<file path="src/hdl/dram_ctrl_regs.vh">
// timing constants and cycle counts for the page-mode dram controller
`ifndef DRAM_CTRL_REGS_VH
`define DRAM_CTRL_REGS_VH

// ----------------------------------------------------------------
// clock
// ----------------------------------------------------------------
`define CLK_PERIOD_PS 5000

// ----------------------------------------------------------------
// printed times, in ps, ns or us as each name says, and derived cycle counts
// ----------------------------------------------------------------
`define POWERUP_WAIT_NS 200000
`define POWERUP_WAIT_CYC ((`POWERUP_WAIT_NS * 1000 + `CLK_PERIOD_PS - 1) / `CLK_PERIOD_PS)
`define IDLE_LIMIT_US 16000
`define IDLE_LIMIT_CYC (`IDLE_LIMIT_US * (1000000 / `CLK_PERIOD_PS))
`define ROW_INTERVAL_PS 15600000
`define ROW_INTERVAL_CYC (`ROW_INTERVAL_PS / `CLK_PERIOD_PS)
`define WAKE_CYCLES 8
`define ROW_COUNT 1024
`define ROW_TO_COL_PS 20000
`define ROW_TO_COL_CYC ((`ROW_TO_COL_PS + `CLK_PERIOD_PS - 1) / `CLK_PERIOD_PS)
`define ROW_ACTIVE_PS 75000
`define ROW_ACTIVE_CYC ((`ROW_ACTIVE_PS + `CLK_PERIOD_PS - 1) / `CLK_PERIOD_PS)
`define COL_ACTIVE_PS 25000
`define COL_ACTIVE_CYC ((`COL_ACTIVE_PS + `CLK_PERIOD_PS - 1) / `CLK_PERIOD_PS)
`define ROW_PRECHARGE_PS 55000
`define ROW_PRECHARGE_CYC ((`ROW_PRECHARGE_PS + `CLK_PERIOD_PS - 1) / `CLK_PERIOD_PS)
`define COL_PRECHARGE_PS 10000
`define COL_PRECHARGE_CYC ((`COL_PRECHARGE_PS + `CLK_PERIOD_PS - 1) / `CLK_PERIOD_PS)
`define WRITE_LEAD_PS 20000
`define WRITE_LEAD_CYC ((`WRITE_LEAD_PS + `CLK_PERIOD_PS - 1) / `CLK_PERIOD_PS)
`define COL_TO_WRITE_PS 50000
`define COL_TO_WRITE_CYC ((`COL_TO_WRITE_PS + `CLK_PERIOD_PS - 1) / `CLK_PERIOD_PS)
`define OE_HOLD_PS 20000
`define OE_HOLD_CYC ((`OE_HOLD_PS + `CLK_PERIOD_PS - 1) / `CLK_PERIOD_PS)
`define PAGE_ROW_MAX_PS 200000000
`define PAGE_ROW_MAX_CYC (`PAGE_ROW_MAX_PS / `CLK_PERIOD_PS)
`define DATA_HOLD_PS 15000
`define DATA_HOLD_CYC ((`DATA_HOLD_PS + `CLK_PERIOD_PS - 1) / `CLK_PERIOD_PS)

// ----------------------------------------------------------------
// command encodings
// ----------------------------------------------------------------
`define OP_READ 2'h0
`define OP_WRITE 2'h1
`define OP_LATE_WRITE 2'h2
`define OP_READ_WRITE 2'h3

`endif

</file>
<file path="src/hdl/down_timer.v">
// loadable down-counter used for the power-up wait and refresh scheduling
module down_timer #(
    parameter WIDTH = 16
) (
    input wire i_clk,
    input wire i_reset,
    input wire i_ce,
    input wire i_load,
    input wire [WIDTH-1:0] i_value,
    output wire o_zero
);
    reg [WIDTH-1:0] count_q;

    // load wins over the count; holds at zero
    always @(posedge i_clk or posedge i_reset) begin
        if (i_reset) begin
            count_q <= {WIDTH{1'b0}};
        end else if (i_ce) begin
            if (i_load) begin
                count_q <= i_value;
            end else if (count_q != {WIDTH{1'b0}}) begin
                count_q <= count_q - {{(WIDTH-1){1'b0}}, 1'b1};
            end
        end
    end

    assign o_zero = (count_q == {WIDTH{1'b0}});
endmodule // down_timer

</file>
<file path="src/hdl/dram_page_ctrl.v">
// controller driving a multiplexed-address page-mode dram through its pins
`include "dram_ctrl_regs.vh"
module dram_page_ctrl #(
    parameter POWERUP_CYC = `POWERUP_WAIT_CYC,
    parameter IDLE_CYC = `IDLE_LIMIT_CYC,
    parameter REFRESH_CYC = `ROW_INTERVAL_CYC,
    parameter PAGE_MAX_CYC = `PAGE_ROW_MAX_CYC
) (
    input wire i_clk,
    input wire i_reset,
    input wire i_ce,
    // user request: one access per handshake
    input wire i_req_valid,
    output wire o_req_ready,
    input wire [1:0] i_req_op,
    input wire [19:0] i_req_addr,
    input wire [3:0] i_req_wdata,
    output reg [3:0] o_rdata,
    output reg o_rdata_valid,
    output wire o_init_done,
    // dram pins
    output reg o_row_strobe_n,
    output reg o_col_strobe_n,
    output reg o_write_n,
    output reg o_out_enable_n,
    output reg [9:0] o_muxed_address_lines,
    input wire [3:0] i_data_lines,
    output reg [3:0] o_data_lines,
    output reg o_data_lines_oe
);
    // ----------------------------------------------------------------
    // states
    // ----------------------------------------------------------------
    localparam [3:0] S_POWER = 4'h0;
    localparam [3:0] S_WAKE_ACT = 4'h1;
    localparam [3:0] S_WAKE_PRE = 4'h2;
    localparam [3:0] S_IDLE = 4'h3;
    localparam [3:0] S_ROW = 4'h4;
    localparam [3:0] S_COL = 4'h5;
    localparam [3:0] S_LATE = 4'h6;
    localparam [3:0] S_COL_PRE = 4'h7;
    localparam [3:0] S_ROW_END = 4'h8;
    localparam [3:0] S_PRE = 4'h9;
    localparam [3:0] S_REF_ACT = 4'ha;

    localparam [31:0] T_RCD = `ROW_TO_COL_CYC;
    localparam [31:0] T_RAS = `ROW_ACTIVE_CYC;
    localparam [31:0] T_CAS = `COL_ACTIVE_CYC;
    localparam [31:0] T_RP = `ROW_PRECHARGE_CYC;
    localparam [31:0] T_CP = `COL_PRECHARGE_CYC;
    localparam [31:0] T_WL = `WRITE_LEAD_CYC;
    localparam [31:0] T_CWD = `COL_TO_WRITE_CYC;
    localparam [31:0] T_DH = `DATA_HOLD_CYC;
    localparam [31:0] P_CYC = PAGE_MAX_CYC;
    localparam [31:0] U_CYC = POWERUP_CYC;
    localparam [31:0] R_CYC = REFRESH_CYC;
    localparam [31:0] I_CYC = IDLE_CYC;

    reg [3:0] state_q;
    reg [3:0] wake_cnt_q;
    reg [9:0] ref_row_q;
    reg [9:0] open_row_q;
    reg [1:0] op_q;
    reg [3:0] wdata_q;
    reg [7:0] step_q;
    reg [7:0] ras_age_q;
    reg [25:0] page_age_q;
    reg [31:0] idle_q;
    reg init_done_q;
    reg ref_pending_q;
    reg [3:0] din_s1_q;
    reg [3:0] din_s2_q;
    reg [9:0] col_addr_q;

    // ----------------------------------------------------------------
    // power-up wait and refresh scheduling timers
    // ----------------------------------------------------------------
    wire power_zero;
    wire ref_zero;
    reg power_load_q;
    reg ref_load;

    // long wait of the power-up pause, loaded once after reset
    down_timer #(.WIDTH(32)) u_power (
        .i_clk(i_clk),
        .i_reset(i_reset),
        .i_ce(i_ce),
        .i_load(power_load_q),
        .i_value(U_CYC),
        .o_zero(power_zero)
    );

    // one row refresh per interval; reload on each expiry
    down_timer #(.WIDTH(32)) u_refresh (
        .i_clk(i_clk),
        .i_reset(i_reset),
        .i_ce(i_ce),
        .i_load(ref_load),
        .i_value(R_CYC),
        .o_zero(ref_zero)
    );

    always @* begin
        ref_load = ref_zero & init_done_q;
    end

    // ----------------------------------------------------------------
    // data pin synchroniser
    // ----------------------------------------------------------------
    // read data comes from off-chip, so two stages before use
    always @(posedge i_clk or posedge i_reset) begin
        if (i_reset) begin
            din_s1_q <= 4'h0;
            din_s2_q <= 4'h0;
        end else if (i_ce) begin
            din_s1_q <= i_data_lines;
            din_s2_q <= din_s1_q;
        end
    end

    // ----------------------------------------------------------------
    // handshake
    // ----------------------------------------------------------------
    // a pending refresh outranks user traffic at the page boundary
    wire page_full = (page_age_q >= P_CYC[25:0] - 26'h40);
    // no handshake in the cycle that starts a wakeup, or it would be lost
    wire wake_due = init_done_q & (idle_q >= I_CYC);
    wire can_take = init_done_q & ~ref_pending_q & ~wake_due;
    wire same_row = (i_req_addr[19:10] == open_row_q) & ~page_full;
    assign o_req_ready = i_ce & can_take &
        ((state_q == S_IDLE) | ((state_q == S_COL_PRE) &
        (step_q == 8'h00) & same_row));
    assign o_init_done = init_done_q;
    wire take = i_req_valid & o_req_ready;

    // ----------------------------------------------------------------
    // main sequencer
    // ----------------------------------------------------------------
    // step_q counts down the current phase; one cycle is 5 ns
    always @(posedge i_clk or posedge i_reset) begin
        if (i_reset) begin
            state_q <= S_POWER;
            wake_cnt_q <= 4'h0;
            ref_row_q <= 10'h000;
            open_row_q <= 10'h000;
            op_q <= `OP_READ;
            wdata_q <= 4'h0;
            step_q <= 8'h00;
            ras_age_q <= 8'h00;
            page_age_q <= 26'h0;
            idle_q <= 32'h0;
            init_done_q <= 1'b0;
            ref_pending_q <= 1'b0;
            power_load_q <= 1'b1;
            o_row_strobe_n <= 1'b1;
            o_col_strobe_n <= 1'b1;
            o_write_n <= 1'b1;
            o_out_enable_n <= 1'b1;
            o_muxed_address_lines <= 10'h000;
            o_data_lines <= 4'h0;
            o_data_lines_oe <= 1'b0;
            o_rdata <= 4'h0;
            o_rdata_valid <= 1'b0;
        end else if (i_ce) begin
            power_load_q <= 1'b0;
            o_rdata_valid <= 1'b0;
            if (step_q != 8'h00) begin
                step_q <= step_q - 8'h01;
            end
            if (ras_age_q != 8'hff) begin
                ras_age_q <= ras_age_q + 8'h01;
            end
            if (!o_row_strobe_n) begin
                page_age_q <= page_age_q + 26'h1;
            end
            // set wins: an expiry in a serviced cycle stays pending
            if (ref_load) begin
                ref_pending_q <= 1'b1;
            end
            // quiet time in idle; the idle branch acts once it is due
            if (o_row_strobe_n && init_done_q && state_q == S_IDLE &&
                    !wake_due) begin
                idle_q <= idle_q + 32'h1;
            end
            case (state_q)
                S_POWER: begin
                    // all pins quiet until the bias has settled
                    if (!power_load_q && power_zero) begin
                        state_q <= S_WAKE_PRE;
                        step_q <= T_RP[7:0];
                    end
                end
                S_WAKE_PRE: begin
                    if (step_q == 8'h00) begin
                        if (wake_cnt_q == `WAKE_CYCLES) begin
                            init_done_q <= 1'b1;
                            idle_q <= 32'h0;
                            state_q <= S_IDLE;
                        end else begin
                            // row-only cycle doubles as a refresh
                            o_muxed_address_lines <= ref_row_q;
                            ref_row_q <= ref_row_q + 10'h001;
                            o_row_strobe_n <= 1'b0;
                            step_q <= T_RAS[7:0];
                            state_q <= S_WAKE_ACT;
                        end
                    end
                end
                S_WAKE_ACT: begin
                    if (step_q == 8'h00) begin
                        o_row_strobe_n <= 1'b1;
                        wake_cnt_q <= wake_cnt_q + 4'h1;
                        step_q <= T_RP[7:0];
                        state_q <= S_WAKE_PRE;
                    end
                end
                S_IDLE: begin
                    if (wake_due) begin
                        // idle too long: rerun the eight wakeup cycles
                        init_done_q <= 1'b0;
                        wake_cnt_q <= 4'h0;
                        idle_q <= 32'h0;
                        state_q <= S_WAKE_PRE;
                    end else if (ref_pending_q) begin
                        // row-only refresh: column strobe stays high, so
                        // neither cbr nor hidden refresh is ever entered
                        ref_pending_q <= ref_load;
                        o_muxed_address_lines <= ref_row_q;
                        ref_row_q <= ref_row_q + 10'h001;
                        o_row_strobe_n <= 1'b0;
                        o_col_strobe_n <= 1'b1;
                        step_q <= T_RAS[7:0];
                        idle_q <= 32'h0;
                        state_q <= S_REF_ACT;
                    end else if (take) begin
                        // row half on the shared pins in the same cycle as the row strobe
                        o_muxed_address_lines <= i_req_addr[19:10];
                        open_row_q <= i_req_addr[19:10];
                        op_q <= i_req_op;
                        wdata_q <= i_req_wdata;
                        o_row_strobe_n <= 1'b0;
                        ras_age_q <= 8'h00;
                        page_age_q <= 26'h0;
                        step_q <= T_RCD[7:0];
                        idle_q <= 32'h0;
                        state_q <= S_ROW;
                        // early write: enable low before column strobe
                        o_write_n <= (i_req_op != `OP_WRITE);
                        o_col_strobe_n <= 1'b1;
                        o_data_lines <= i_req_wdata;
                        o_data_lines_oe <= (i_req_op == `OP_WRITE);
                        o_out_enable_n <= ~((i_req_op == `OP_READ) |
                            (i_req_op == `OP_READ_WRITE));
                    end
                end
                S_ROW: begin
                    // column address on pins one phase ahead
                    o_muxed_address_lines <= col_addr_q;
                    if (step_q == 8'h00) begin
                        o_col_strobe_n <= 1'b0;
                        step_q <= (op_q == `OP_WRITE) ? T_WL[7:0] :
                            ((op_q == `OP_READ) ? T_CAS[7:0] :
                            T_CWD[7:0]);
                        state_q <= S_COL;
                    end
                end
                S_COL: begin
                    if (step_q == 8'h00) begin
                        if (op_q == `OP_READ) begin
                            // data taken through the synchroniser
                            o_rdata <= din_s2_q;
                            o_rdata_valid <= 1'b1;
                            o_col_strobe_n <= 1'b1;
                            o_out_enable_n <= 1'b1;
                            step_q <= T_CP[7:0];
                            state_q <= S_COL_PRE;
                        end else if (op_q == `OP_WRITE) begin
                            o_col_strobe_n <= 1'b1;
                            step_q <= T_CP[7:0];
                            state_q <= S_COL_PRE;
                        end else begin
                            // late or read-write: read-write grabs data, then both write
                            if (op_q == `OP_READ_WRITE) begin
                                o_rdata <= din_s2_q;
                                o_rdata_valid <= 1'b1;
                            end
                            o_out_enable_n <= 1'b1;
                            o_data_lines <= wdata_q;
                            o_data_lines_oe <= 1'b1;
                            o_write_n <= 1'b0;
                            step_q <= T_WL[7:0];
                            state_q <= S_LATE;
                        end
                    end
                end
                S_LATE: begin
                    // enable stays off and strobes held for write lead
                    if (step_q == 8'h00) begin
                        o_col_strobe_n <= 1'b1;
                        step_q <= T_CP[7:0];
                        state_q <= S_COL_PRE;
                    end
                end
                S_COL_PRE: begin
                    // hold write data and write level past the strobe
                    if (step_q + T_DH[7:0] <= T_CP[7:0] + 8'h01) begin
                        o_write_n <= 1'b1;
                        o_data_lines_oe <= 1'b0;
                    end
                    if (step_q == 8'h00) begin
                        if (take) begin
                            // next column on the open row
                            op_q <= i_req_op;
                            wdata_q <= i_req_wdata;
                            o_write_n <= (i_req_op != `OP_WRITE);
                            o_data_lines <= i_req_wdata;
                            o_data_lines_oe <= (i_req_op == `OP_WRITE);
                            o_out_enable_n <= ~((i_req_op == `OP_READ) |
                                (i_req_op == `OP_READ_WRITE));
                            o_muxed_address_lines <= i_req_addr[9:0];
                            step_q <= 8'h00;
                            state_q <= S_ROW;
                        end else if (ras_age_q >= T_RAS[7:0]) begin
                            // row rises after the column strobe already did
                            o_row_strobe_n <= 1'b1;
                            o_write_n <= 1'b1;
                            o_data_lines_oe <= 1'b0;
                            step_q <= T_RP[7:0];
                            state_q <= S_PRE;
                        end
                    end
                end
                S_REF_ACT: begin
                    if (step_q == 8'h00) begin
                        o_row_strobe_n <= 1'b1;
                        step_q <= T_RP[7:0];
                        state_q <= S_PRE;
                    end
                end
                S_PRE: begin
                    // precharge before any new active cycle
                    if (step_q == 8'h00) begin
                        idle_q <= 32'h0;
                        state_q <= S_IDLE;
                    end
                end
                default: begin
                    state_q <= S_IDLE;
                end
            endcase
        end
    end

    // ----------------------------------------------------------------
    // column address capture
    // ----------------------------------------------------------------
    // request address is held only at the handshake, so keep column
    always @(posedge i_clk or posedge i_reset) begin
        if (i_reset) begin
            col_addr_q <= 10'h000;
        end else if (i_ce && take) begin
            col_addr_q <= i_req_addr[9:0];
        end
    end
endmodule // dram_page_ctrl

</file>
<file path="config.mk">
export PLATFORM = sky130hd
export DESIGN_NAME = dram_page_ctrl
export DESIGN_NICKNAME = d
export VERILOG_FILES = /design/src/hdl/down_timer.v /design/src/hdl/dram_page_ctrl.v
export VERILOG_INCLUDE_DIRS = /design/src /design/src/hdl
export SDC_FILE = /design/constraint.sdc
export NUM_CORES = 1
export LEC_CHECK = 0
export BUFFER_PORTS_ARGS = -buffer_cell sky130_fd_sc_hd__buf_2
export CORE_ASPECT_RATIO = 0.9
export CORE_MARGIN = 2
export CORE_UTILIZATION = 52
export DETAILED_ROUTE_END_ITERATION = 10
export PLACE_DENSITY = 0.82
export SLEW_MARGIN = 20
export SYNTH_ARGS = -nofsm -noshare
export SYNTH_HDL_FRONTEND = slang
export SYNTH_SLANG_ARGS = --single-unit
</file>
<file path="constraint.sdc">
create_clock -name i_clk -period 6.5 [get_ports i_clk]
set_input_delay 0.325 -clock i_clk [delete_from_list [all_inputs] [get_ports i_clk]]
set_output_delay 0.325 -clock i_clk [all_outputs]
set_load 0.1 [all_outputs]
</file>
## Word-level counts from Yosys, hierarchy flattened

Cells that the tools add are included.

| cells by class | value |
|---|---|
| $add $sub $neg | 9 |
| multipliers | 0 |
| divide/modulo/power cells | 0 |
| $lt $le $gt $ge | 4 |
| eq/ne operators | 45 |
| shift-type cells | 0 |
| mux-type cells | 156 |
| bitwise gates (word level) | 16 |
| reduce and logical (&&, ||, !) cells | 42 |

Operators with widths:

| cell | count |
|---|---|
| $mux 32 | 11 |
| $mux 8 | 19 |
| $mux 26 | 5 |
| $mux 4 | 32 |
| $mux 10 | 11 |
| $pmux 32 s3 | 1 |
| $logic_not 32->1 | 2 |
| $pmux 8 s8 | 1 |
| $reduce_bool 32->1 | 2 |
| $sub 32x1->32 const B | 2 |
| $mux 1 | 56 |
| $pmux 10 s4 | 1 |
| $pmux 4 s10 | 1 |
| $ne 2x2->1 const B | 19 |
| $add 32x1->32 const B | 1 |
| $ge 32x22->1 const B | 1 |
| $reduce_and 8->1 | 4 |
| $add 26x1->26 const B | 1 |
| $ge 26x16->1 const B | 1 |
| $pmux 10 s2 | 1 |
| $reduce_and 5->1 | 4 |
| $eq 4x3->1 const B | 4 |
| $pmux 4 s2 | 2 |
| $eq 4x4->1 const B | 3 |
| 43 further kinds | 87 |

| storage, ports and cells | value |
|---|---|
| register bits | 217 |
| bits in latches | 0 |
| RAM bits | 0 |
| bits in read-only memories | 0 |
| input port bits | 34 |
| output and inout port bits | 26 |
| memories kept | 0 |

## Depth between registers and ports, before layout

Gate-level depths: netlist of the first run.

| logic depth | value |
|---|---|
| depth after elaboration | 11 |
| gate-level depth with buffers | 14 |
| depth with buffers taken out | 13 |

## Cells and area by module

Synthesis of the first run repeated with hierarchy kept, for this count alone.

| unflattened totals | value |
|---|---|
| cell total of the unflattened synthesis | 1443 |
| area, all modules | 12993.7 um^2 |

By module, submodules not included:

| module | times used | cells an instance | area each (um^2) | sequential area each (um^2) |
|---|---|---|---|---|
| dram_page_ctrl | 1 | 897 | 8379.3 | 3834.9 |
| down_timer | 2 | 273 | 2307.2 | 800.8 |

## Worst setup path before layout of the first run

OpenSTA, ideal clock, no wires.

| timing path | value |
|---|---|
| path kind | register to output |
| start point | reg step_q[0] |
| end point | out o_req_ready |
| arrival | 2.658 ns |
| data required time | 6.175 ns |
| path slack | 3.517 ns |
| cell stages (with the launch flop) | 8 |
| cell sequence | dfrtp_1 inv_1 ha_1 or3b_2 nor2b_4 inv_2 nor4_4 o21a_1 |

| on the way | value |
|---|---|
| cells in the longest elaborated chain, start to end | 5 |

Ends and longest elaborated chain:

| element | line | source |
|---|---|---|
| from (decl) | dram_page_ctrl.v:65 | `reg [7:0] step_q;` |
| from (signal assigned) | dram_page_ctrl.v:168 | `step_q <= step_q - 8'h01;` |
| from (signal assigned) | dram_page_ctrl.v:190 | `step_q <= T_RP[7:0];` |
| from (signal assigned) | dram_page_ctrl.v:204 | `step_q <= T_RAS[7:0];` |
| $logic_not 8->1 | dram_page_ctrl.v:132 | `(step_q == 8'h00) & same_row));` |
| $and 1x1->1 | dram_page_ctrl.v:131 | `((state_q == S_IDLE) \| ((state_q == S_COL_PRE) &` |
| $and 1x1->1 | dram_page_ctrl.v:132 |  |
| $or 1x1->1 | dram_page_ctrl.v:131 |  |
| $and 1x1->1 | dram_page_ctrl.v:130 | `assign o_req_ready = i_ce & can_take &` |
| to (decl) | dram_page_ctrl.v:14 | `output wire o_req_ready,` |

No other way between the ends.

## Worst setup path in the final report of the first run

Ends and elaborated chain as after synthesis.

==> metrics.log, run 1 <==
[metrics] pin count of the biggest net entering global routing: between 100 and 150
[metrics] final critical path time including I/O delays and setup: approximately 4.0 ns
[metrics] Max transition margin: between 30% and 40%
[metrics] count of TritonRoute iterations in the first routing pass: 8
[metrics] clock tree from TritonCTS: yes
[metrics] Seq/Total Area, Yosys: a little under half
[metrics] count of antenna diodes in the layout: 0
[metrics] die span in y: between 100 and 150 um
[metrics] total power draw: approximately 0.0034 W
[metrics] power per cell area: between 200 and 300 mW/mm2
[metrics] via count of the first global-routing pass: 8,967
[metrics] count of boundary I/O pins: 60
[metrics] largest clock skew in the final design: ~0.009 ns
[metrics] post-synthesis sequential element count: 217
[metrics] clock slew at reported path FFs: around 0.060 ns
[metrics] post-route clock period utilization: 62.2%
[metrics] hold violation count in the final report: 6
[metrics] count of instances resized after the clock tree is built: 0
[metrics] maximum vdd drop: 0.000231 V
[metrics] number of warnings issued by yosys: 0
[metrics] unique cell type count in the Yosys netlist: 79
[metrics] Filler Cells Inserted: around 1,700
[metrics] final WL: around 26 mm
[metrics] share of the core filled with cells in the final layout: about three fifths
[metrics] post-route ant nets: 0
[metrics] Core Region: between 0.02 and 0.025 mm2
[metrics] CP Data Arrival Time: ~3.7 ns
[metrics] overflow left after global routing: 0
[metrics] maximum clock insertion buffer count: 3
[metrics] Critical Path End Type: output port
[metrics] clock buffers created by TritonCTS: 25
[metrics] post-DP HPWL: between 15 and 20 mm
[metrics] clock root buffer: sky130_fd_sc_hd__clkbuf_16
[metrics] count of buffers inserted at the top-level ports: approximately 60
[metrics] Die Width: about 160 um
[metrics] vias per cell: 5.87
[metrics] number of antenna violations at the first check in global routing: 0
[metrics] run status: finished with violations
[metrics] post-CTS setup buffer count: 0
[metrics] ys flop type: sky130_fd_sc_hd__dfrtp_1
[metrics] post-synthesis net count: approximately 1,300
[metrics] residual DRC count: 0
[metrics] transition time of the tightest slew-check pin: about 1.0 ns
[metrics] starting density of the core: between 50 and 60%
[metrics] final count of negative-setup-slack endpoints: 0
[metrics] area taken by multi-input logic gates: between 0.005 and 0.006 mm2
[metrics] first-pass GRT wire length: 43.7 mm
[metrics] Area Overhead vs Synth: 12.1%
[metrics] clock net sink count: 217
[metrics] Pins Over Slew Limit: 0
[metrics] Mapped Avg Cell Area: between 9 and 10 um2
[metrics] Worst Setup Path Type: flop to output port
[metrics] critical-path maximum fanout: 22
[metrics] violated checks: hold timing
[metrics] FF/Latch Area: 0.00544 mm2
[metrics] leakage component of the power: 5.91 nW
[metrics] most used cells in the layout excluding fill and tap cells: sky130_fd_sc_hd__dfrtp_1, sky130_fd_sc_hd__nor2_1, sky130_fd_sc_hd__nand2_1, sky130_fd_sc_hd__buf_2, sky130_fd_sc_hd__xor2_1
[metrics] net count of the finished layout: between 1,000 and 1,500
[metrics] die area: 0.0235 mm2
[metrics] most common cell after layout, fill and taps aside: sky130_fd_sc_hd__dfrtp_1
[metrics] number of violations of the max-capacitance limit: 0
[metrics] peak clock frequency supported by timing: 247 MHz
[metrics] async set-or-reset flop fraction in the synthesized netlist: 100%
[metrics] H-tree depth reported by CTS: 1
[metrics] required arrival time at the worst endpoint: 6.17 ns
[metrics] count of flip-flops with a built-in enable after synthesis: 0
[metrics] total of hold buffers inserted after clock tree synthesis: 0
[metrics] row count: a little over 50
[metrics] Worst Reg2Reg Path Length in Cells: 9
[metrics] type of the most critical hold path: input port to asynchronous set/reset pin
[metrics] last weighted congestion value of the routability-driven placer: around 0.95
[metrics] Gate Count Post-Synth: approximately 1,200
[metrics] Worst Setup Start Kind: flop
[metrics] total vias in the final route: between 9,000 and 10,000
[metrics] Hold WS: -0.0100 ns
[metrics] total global routing track utilization: around 22%
[metrics] RSZ-0062 raised after global routing: no
[metrics] Post-Route Setup TNS: 0 ns
[metrics] average routed wire per standard cell: 16.5 um
[metrics] DR iter-0 viols: just over 900
[metrics] area of the mapped netlist: around 0.012 mm2
[metrics] fraction of layout cells with a size suffix above 1: 14.8%
[metrics] clock latency at the later pin of the worst-skew pair: ~0.52 ns
[cells in the mapped netlist (all sizes together) (3+ instances only)]
cell,count,share of area (%)
and2,9,0.49
nand3b,8,0.52
nand2,138,4.5
nor2b,25,1.4
o21a,6,0.39
nor4b,3,0.23
or3,13,0.70
dfstp,5,1.1
buf,8,0.35
mux2,49,4.8
a32oi,3,0.23
or4,9,0.62
or4b,3,0.32
a2111oi,4,0.36
a22oi,3,0.19
a211oi,4,0.37
nand4,21,1.1
a32o,5,0.43
clkbuf,37,1.2
and3,17,0.92
o21ai,42,1.9
nor4,34,2.3
xor2,58,4.4
o211ai,8,0.52
o31ai,6,0.43
ha,19,2.1
mux2i,5,0.43
a31oi,7,0.38
a41oi,5,0.38
o2bb2ai,4,0.30
nor3,32,1.4
a211o,3,0.23
xnor2,52,3.9
a222oi,10,0.87
a21o,5,0.32
nand2b,14,0.76
nand3,42,1.8
nor2,159,5.2
and4,3,0.23
a21oi,38,1.6
dfrtp,212,46
o22ai,10,0.54
inv,42,1.4
[worst max-delay path: stages, from the launching register on]
cell                      delay [ns]
sky130_fd_sc_hd__dfrtp_1        0.43
sky130_fd_sc_hd__inv_1          0.17
sky130_fd_sc_hd__ha_1           0.26
sky130_fd_sc_hd__or3b_2         0.53
sky130_fd_sc_hd__nor2b_4        0.44
sky130_fd_sc_hd__inv_2          0.24
sky130_fd_sc_hd__nor4_4         0.51
sky130_fd_sc_hd__o21a_1         0.16
sky130_fd_sc_hd__buf_2          0.46
[where the power goes]
group | total [W] | internal, W | switching, W | leakage, nW
Clock | 0.00143 | 0.000881 | 0.000553 | 0.426
Sequential | 0.00158 | 0.00146 | 0.000117 | 2.81
Combinational | 0.000382 | 0.000164 | 0.000217 | 2.68
Total | 0.00339 | 0.00250 | 0.000887 | 5.91
[sequential cells by signal (all words and copies together), names as in the netlist, 2 cells and up]
register / flops
ref_row_q: 10
wake_cnt_q: 4
o_rdata: 4
step_q: 8
open_row_q: 10
state_q: 4
u_refresh.count_q: 32
o_muxed_address_lines: 10
din_s1_q: 4
col_addr_q: 10
idle_q: 32
op_q: 2
u_power.count_q: 32
wdata_q: 4
page_age_q: 26
din_s2_q: 4
o_data_lines: 4
ras_age_q: 8
[cell families (layout without fill, tap and decap cells)]
family | after synthesis | in the layout | synth area share, %
buffers and inverters | 87 | 154 | 2.91
DFF | 217 | 217 | 47.0
AOI/OAI and AO/OA | 184 | 184 | 11.2
xor gates and xnor gates | 110 | 110 | 8.33
adders and majority gates | 19 | 19 | 2.05
muxes | 54 | 54 | 5.23
and+or+nand+nor | 540 | 540 | 23.3
[routing by layer]
metal	GRT usage, %	routed length (um)	vias to the layer above
li1	-	-	4370
met1	30.7	11600	4464
met2	34.9	11900	305
met3	4.65	1680	64
met4	6.56	664	0
met5	0	0	-
[area by class of cell]
class,instances,share of cell area (%)
well taps,291,2.81
clock buffers,33,5.44
clock inverters,12,1.10
repair buffers,67,2.74
multi-input cells,907,44.7
inverters,42,1.27
flip-flops and latches,217,41.9
[worst paths after layout]
check                                 from  slack [ns]                        to
min in group i_clk         i_data_lines[0]        0.04               din_s1_q[0]
max in group asynchronous          i_reset        5.02             col_addr_q[9]
setup / recovery                 step_q[0]        2.46               o_req_ready
setup reg to reg                 step_q[0]        2.46  o_muxed_address_lines[6]
hold reg to reg               ref_row_q[9]        0.48              ref_row_q[9]
hold / removal                     i_reset       -0.01        u_power.count_q[6]
[per-stage QoR]
step	instance area [um2]	instances	hold slack, ns	worst slack (ns)
4_1_cts	13000	1569	0.0292	2.51
3_5_place_dp	12100	1524	0.468	2.56
5_1_grt	13000	1569	0.0257	2.16
2_1_floorplan	11600	1211	0.430	0.247
3_3_place_gp	12100	1524	0.466	2.64
6_report	13000	1569	-0.0100	2.46
No activity file was read; power rests on OpenSTA's default activity.
==> inputs of run 2 (changes only) <==
- ABC_AREA: default -> 1
- clock period: 6.5 -> 3.4 ns (I/O delays scaled with it)
==> run 2 against run 1 <==
Register-to-register slack got worse by 2.0 ns. Critical endpoint unchanged. Non-clock buffer count increased by 33. Highest routed layer unchanged. Sequential power increased by 140%. The flow now finishes without violations. Synthesized cell count increased by 37%. Area after synthesis increased by 7.4%. Hold slack improved by 0.066 ns.
==> metrics.log, run 2 <==
[metrics] Worst Setup Path Type: flop to output port
[metrics] critical-path maximum fanout: 16 (-27%)
[metrics] cell depth of the worst hold path: 3
[metrics] fraction of layout cells with a size suffix above 1: 9.67% (-5.1 points)
[metrics] most frequently used cell type in the post-synthesis netlist: sky130_fd_sc_hd__nand2_1
[metrics] clock tree from TritonCTS: yes
[metrics] unique cell type count in the Yosys netlist: 61 (-23%)
[metrics] power per cell area: 755 mW/mm2 (+190%)
[metrics] count of TritonRoute iterations in the first routing pass: 6 (-2)
[metrics] starting density of the core: 53.1% (-0.079 points)
[metrics] final count of negative-setup-slack endpoints: 0 (unchanged)
[metrics] average routed wire per standard cell: 14.5 um (-12%)
[metrics] async set-or-reset flop fraction in the synthesized netlist: 100% (unchanged)
[metrics] net count of the finished layout: 1,814 (+38%)
[metrics] DR iter-0 viols: 1,004 (+8.0%)
[metrics] most used cells in the layout excluding fill and tap cells: sky130_fd_sc_hd__nand2_1, sky130_fd_sc_hd__nor2_1, sky130_fd_sc_hd__inv_1, sky130_fd_sc_hd__dfrtp_1, sky130_fd_sc_hd__o21ai_0
[metrics] most area-hungry cell type in the Yosys netlist: sky130_fd_sc_hd__dfrtp_1
[metrics] transition time of the tightest slew-check pin: 1.02 ns (-0.0243 ns)
[metrics] largest clock skew in the final design: 0.0186 ns (+0.00972 ns)
[metrics] residual DRC count: 0 (unchanged)
[metrics] final WL: 30.1 mm (+17%)
[metrics] post-synthesis net count: 1,716 (+36%)
[metrics] number of antenna violations at the first check in global routing: 0 (unchanged)
[metrics] Area Overhead vs Synth: 14.5%
[metrics] Critical Path End Type: output port
[metrics] clock root buffer: sky130_fd_sc_hd__clkbuf_16
[metrics] hold violation count in the final report: 0 (-6)
[metrics] number of warnings issued by yosys: 0 (unchanged)
[metrics] maximum clock insertion buffer count: 3 (unchanged)
[metrics] count of flip-flops with a built-in enable after synthesis: 0 (unchanged)
[metrics] Gate Count Post-Synth: 1,663 (+37%)
[metrics] run status: completed
[metrics] Core Region: 0.0234 mm2 (+7.6%)
[metrics] Mapped Avg Cell Area: 7.47 um2 (-22%)
[metrics] maximum vdd drop: 0.000673 V (+190%)
[metrics] last weighted congestion value of the routability-driven placer: 0.965 (+1.6%)
[metrics] post-route clock period utilization: between 90% and 100%
[metrics] final critical path time including I/O delays and setup: 3.07 ns
[metrics] top cell types by occurrence after synthesis: sky130_fd_sc_hd__nand2_1, sky130_fd_sc_hd__nor2_1, sky130_fd_sc_hd__inv_1, sky130_fd_sc_hd__dfrtp_1, sky130_fd_sc_hd__o21ai_0
[metrics] clock net sink count: 217 (unchanged)
[metrics] pin count of the biggest net entering global routing: 130 (-7.8%)
[metrics] H-tree depth reported by CTS: 1 (unchanged)
[metrics] clock buffers created by TritonCTS: 24 (-4.0%)
[metrics] total vias in the final route: 11,200 (+22%)
[metrics] Max transition margin: 31.1% (+0.99 points)
[metrics] Worst Setup Start Kind: flop
[metrics] post-synthesis sequential element count: 217 (unchanged)
[metrics] vias per cell: 5.40 (-8.0%)
[metrics] leakage component of the power: 7.12 nW (+21%)
[metrics] row count: 53 (+3.9%)
[metrics] clock latency at the later pin of the worst-skew pair: 0.53 ns (about the same)
[metrics] DP Cell Count: 2,006 (+32%)
[metrics] post-DP HPWL: 21.4 mm (+22%)
[metrics] required arrival time at the worst endpoint: 3.23 ns (-2.94 ns)
[metrics] total global routing track utilization: 24.1% (+2.1 points)
[metrics] most common cell after layout, fill and taps aside: sky130_fd_sc_hd__nand2_1
[metrics] Die Width: 167 um (+3.6%)
[metrics] die span in y: 151 um (+3.5%)
[metrics] cells taking the most area after synthesis: sky130_fd_sc_hd__dfrtp_1, sky130_fd_sc_hd__nand2_1, sky130_fd_sc_hd__nor2_1, sky130_fd_sc_hd__inv_1, sky130_fd_sc_hd__xor2_1
[metrics] count of buffers inserted at the top-level ports: 59 (unchanged)
[metrics] FF/Latch Area: 0.00544 mm2 (unchanged)
[metrics] area of the mapped netlist: 0.0124 mm2 (+7.4%)
[metrics] RSZ-0062 raised after global routing: no
[metrics] Worst Reg2Reg Path Length in Cells: 14 (+5)
[metrics] Pins Over Slew Limit: 0 (unchanged)
[metrics] CP Data Arrival Time: 2.90 ns (-0.82 ns)
[metrics] count of boundary I/O pins: 60 (unchanged)
[metrics] Seq/Total Area, Yosys: 43.7% (-3.2 points)
[metrics] type of the most critical hold path: input port to flop
[metrics] post-route non-filler standard cell count: 2,081 (+33%)
[metrics] first-pass GRT wire length: 50.6 mm (+16%)
[metrics] clock slew at reported path FFs: 0.06 ns (about the same)
[metrics] post-route ant nets: 0 (unchanged)
[metrics] largest registers: idle_q (32), u_power.count_q (32), u_refresh.count_q (32)
[metrics] via count of the first global-routing pass: 10,600 (+18%)
[metrics] die area: 0.0252 mm2 (+7.2%)
[metrics] Filler Cells Inserted: 2,010 (+15%)
[metrics] peak clock frequency supported by timing: approximately 330 MHz
[metrics] count of antenna diodes in the layout: 0 (unchanged)
[metrics] Post-Route Setup TNS: 0 ns (unchanged)
[metrics] overflow left after global routing: 0 (unchanged)
[metrics] ys flop type: sky130_fd_sc_hd__dfrtp_1
[metrics] area fraction of the dominant cell type after synthesis: 42.7% (-3.2 points)
[metrics] count of instances resized after the clock tree is built: 0 (unchanged)
[metrics] number of violations of the max-capacitance limit: 0 (unchanged)
[metrics] area taken by multi-input logic gates: 0.00595 mm2 (+2.5%)
## run 2: cell count changes after synthesis, sizes merged, moves of 22 or more
cell,delta
nand2,+258
xnor2,-42
nor2b,-25
o21ai,+80
nor4,-22
nand3,+39
mux2,-45
inv,+190
clkbuf,-29
nor2,+102
nor3,+24
## run 2: worst paths after layout
check | from | slack, ns | end
worst max-delay path | step_q[0] | 0.33 | o_req_ready
worst min-delay path | i_ce | 0.06 | u_refresh.count_q[1]
worst max register to register | step_q[0] | 0.45 | o_muxed_address_lines[5]
worst min register to register | ref_row_q[2] | 0.47 | ref_row_q[2]
max in group asynchronous | i_reset | 2.41 | wdata_q[0]
min in group asynchronous | i_reset | 0.10 | din_s2_q[3]
## run 2: layout make-up
| class | count | share of cell area [%] |
|---|---|---|
| clock buffer | 36 | 5.03 |
| clock inverter | 8 | 0.985 |
| inverter | 234 | 6.24 |
| multi-input combinational | 1184 | 41.8 |
| sequential | 217 | 38.2 |
| tap | 302 | 2.66 |
| timing repair buffer | 100 | 5.05 |
## run 2: critical path: stages (launching register included)
cell and delay, ns:
sky130_fd_sc_hd__dfrtp_1 0.40, sky130_fd_sc_hd__inv_1 0.20, sky130_fd_sc_hd__ha_1 0.29, sky130_fd_sc_hd__nand2_2 0.14, sky130_fd_sc_hd__nor2_8 0.26, sky130_fd_sc_hd__nand2_2 0.11, sky130_fd_sc_hd__nor2_1 0.10, sky130_fd_sc_hd__nand3_1 0.10
sky130_fd_sc_hd__nand2_2 0.13, sky130_fd_sc_hd__and2_1 0.20, sky130_fd_sc_hd__buf_2 0.44
## run 2: repair_timing
item / in CTS / in global routing
endpoints found under the hold margin: 200 / 0
setup buffers: 0 / 0
hold buffers: 31 / 0
## run 2: kinds of logic after synthesis
logic type	Yosys count	synth area share, %
multiplexers	5	0.443
flip-flops	217	43.7
XOR/XNOR	69	4.86
AND/OR/NAND/NOR	867	30.7
buffers and inverters	262	8.41
adder cells (fa/ha/maj)	19	1.91
AO/OA/AOI/OAI	224	9.96
## run 2: power breakdown
part,switching [W],internal (W)
clock network,0.00104,0.00169
logic,0.00313,0.00116
registers,0.000510,0.00321
## run 2: metrics by stage
stage	hold slack (ns)	area (um2)	setup WS, ns	util [%]	total power, W
after floorplan	0.280	12400	0.408	-	0.00695
after global placement	0.0837	13100	0.645	55.8	0.00782
after detailed placement	0.0928	13100	0.544	55.8	0.00790
after CTS	0.0409	14200	0.350	60.8	0.0107
after global routing	0.0575	14200	0.143	60.8	0.0114
final	0.0556	14200	0.327	60.8	0.0107
## run 2: layer usage
layer	wire length, um	track usage (%)
met4	644	6.25
met2	13700	38.2
met3	2300	4.81
met5	0	0
met1	13500	34.1
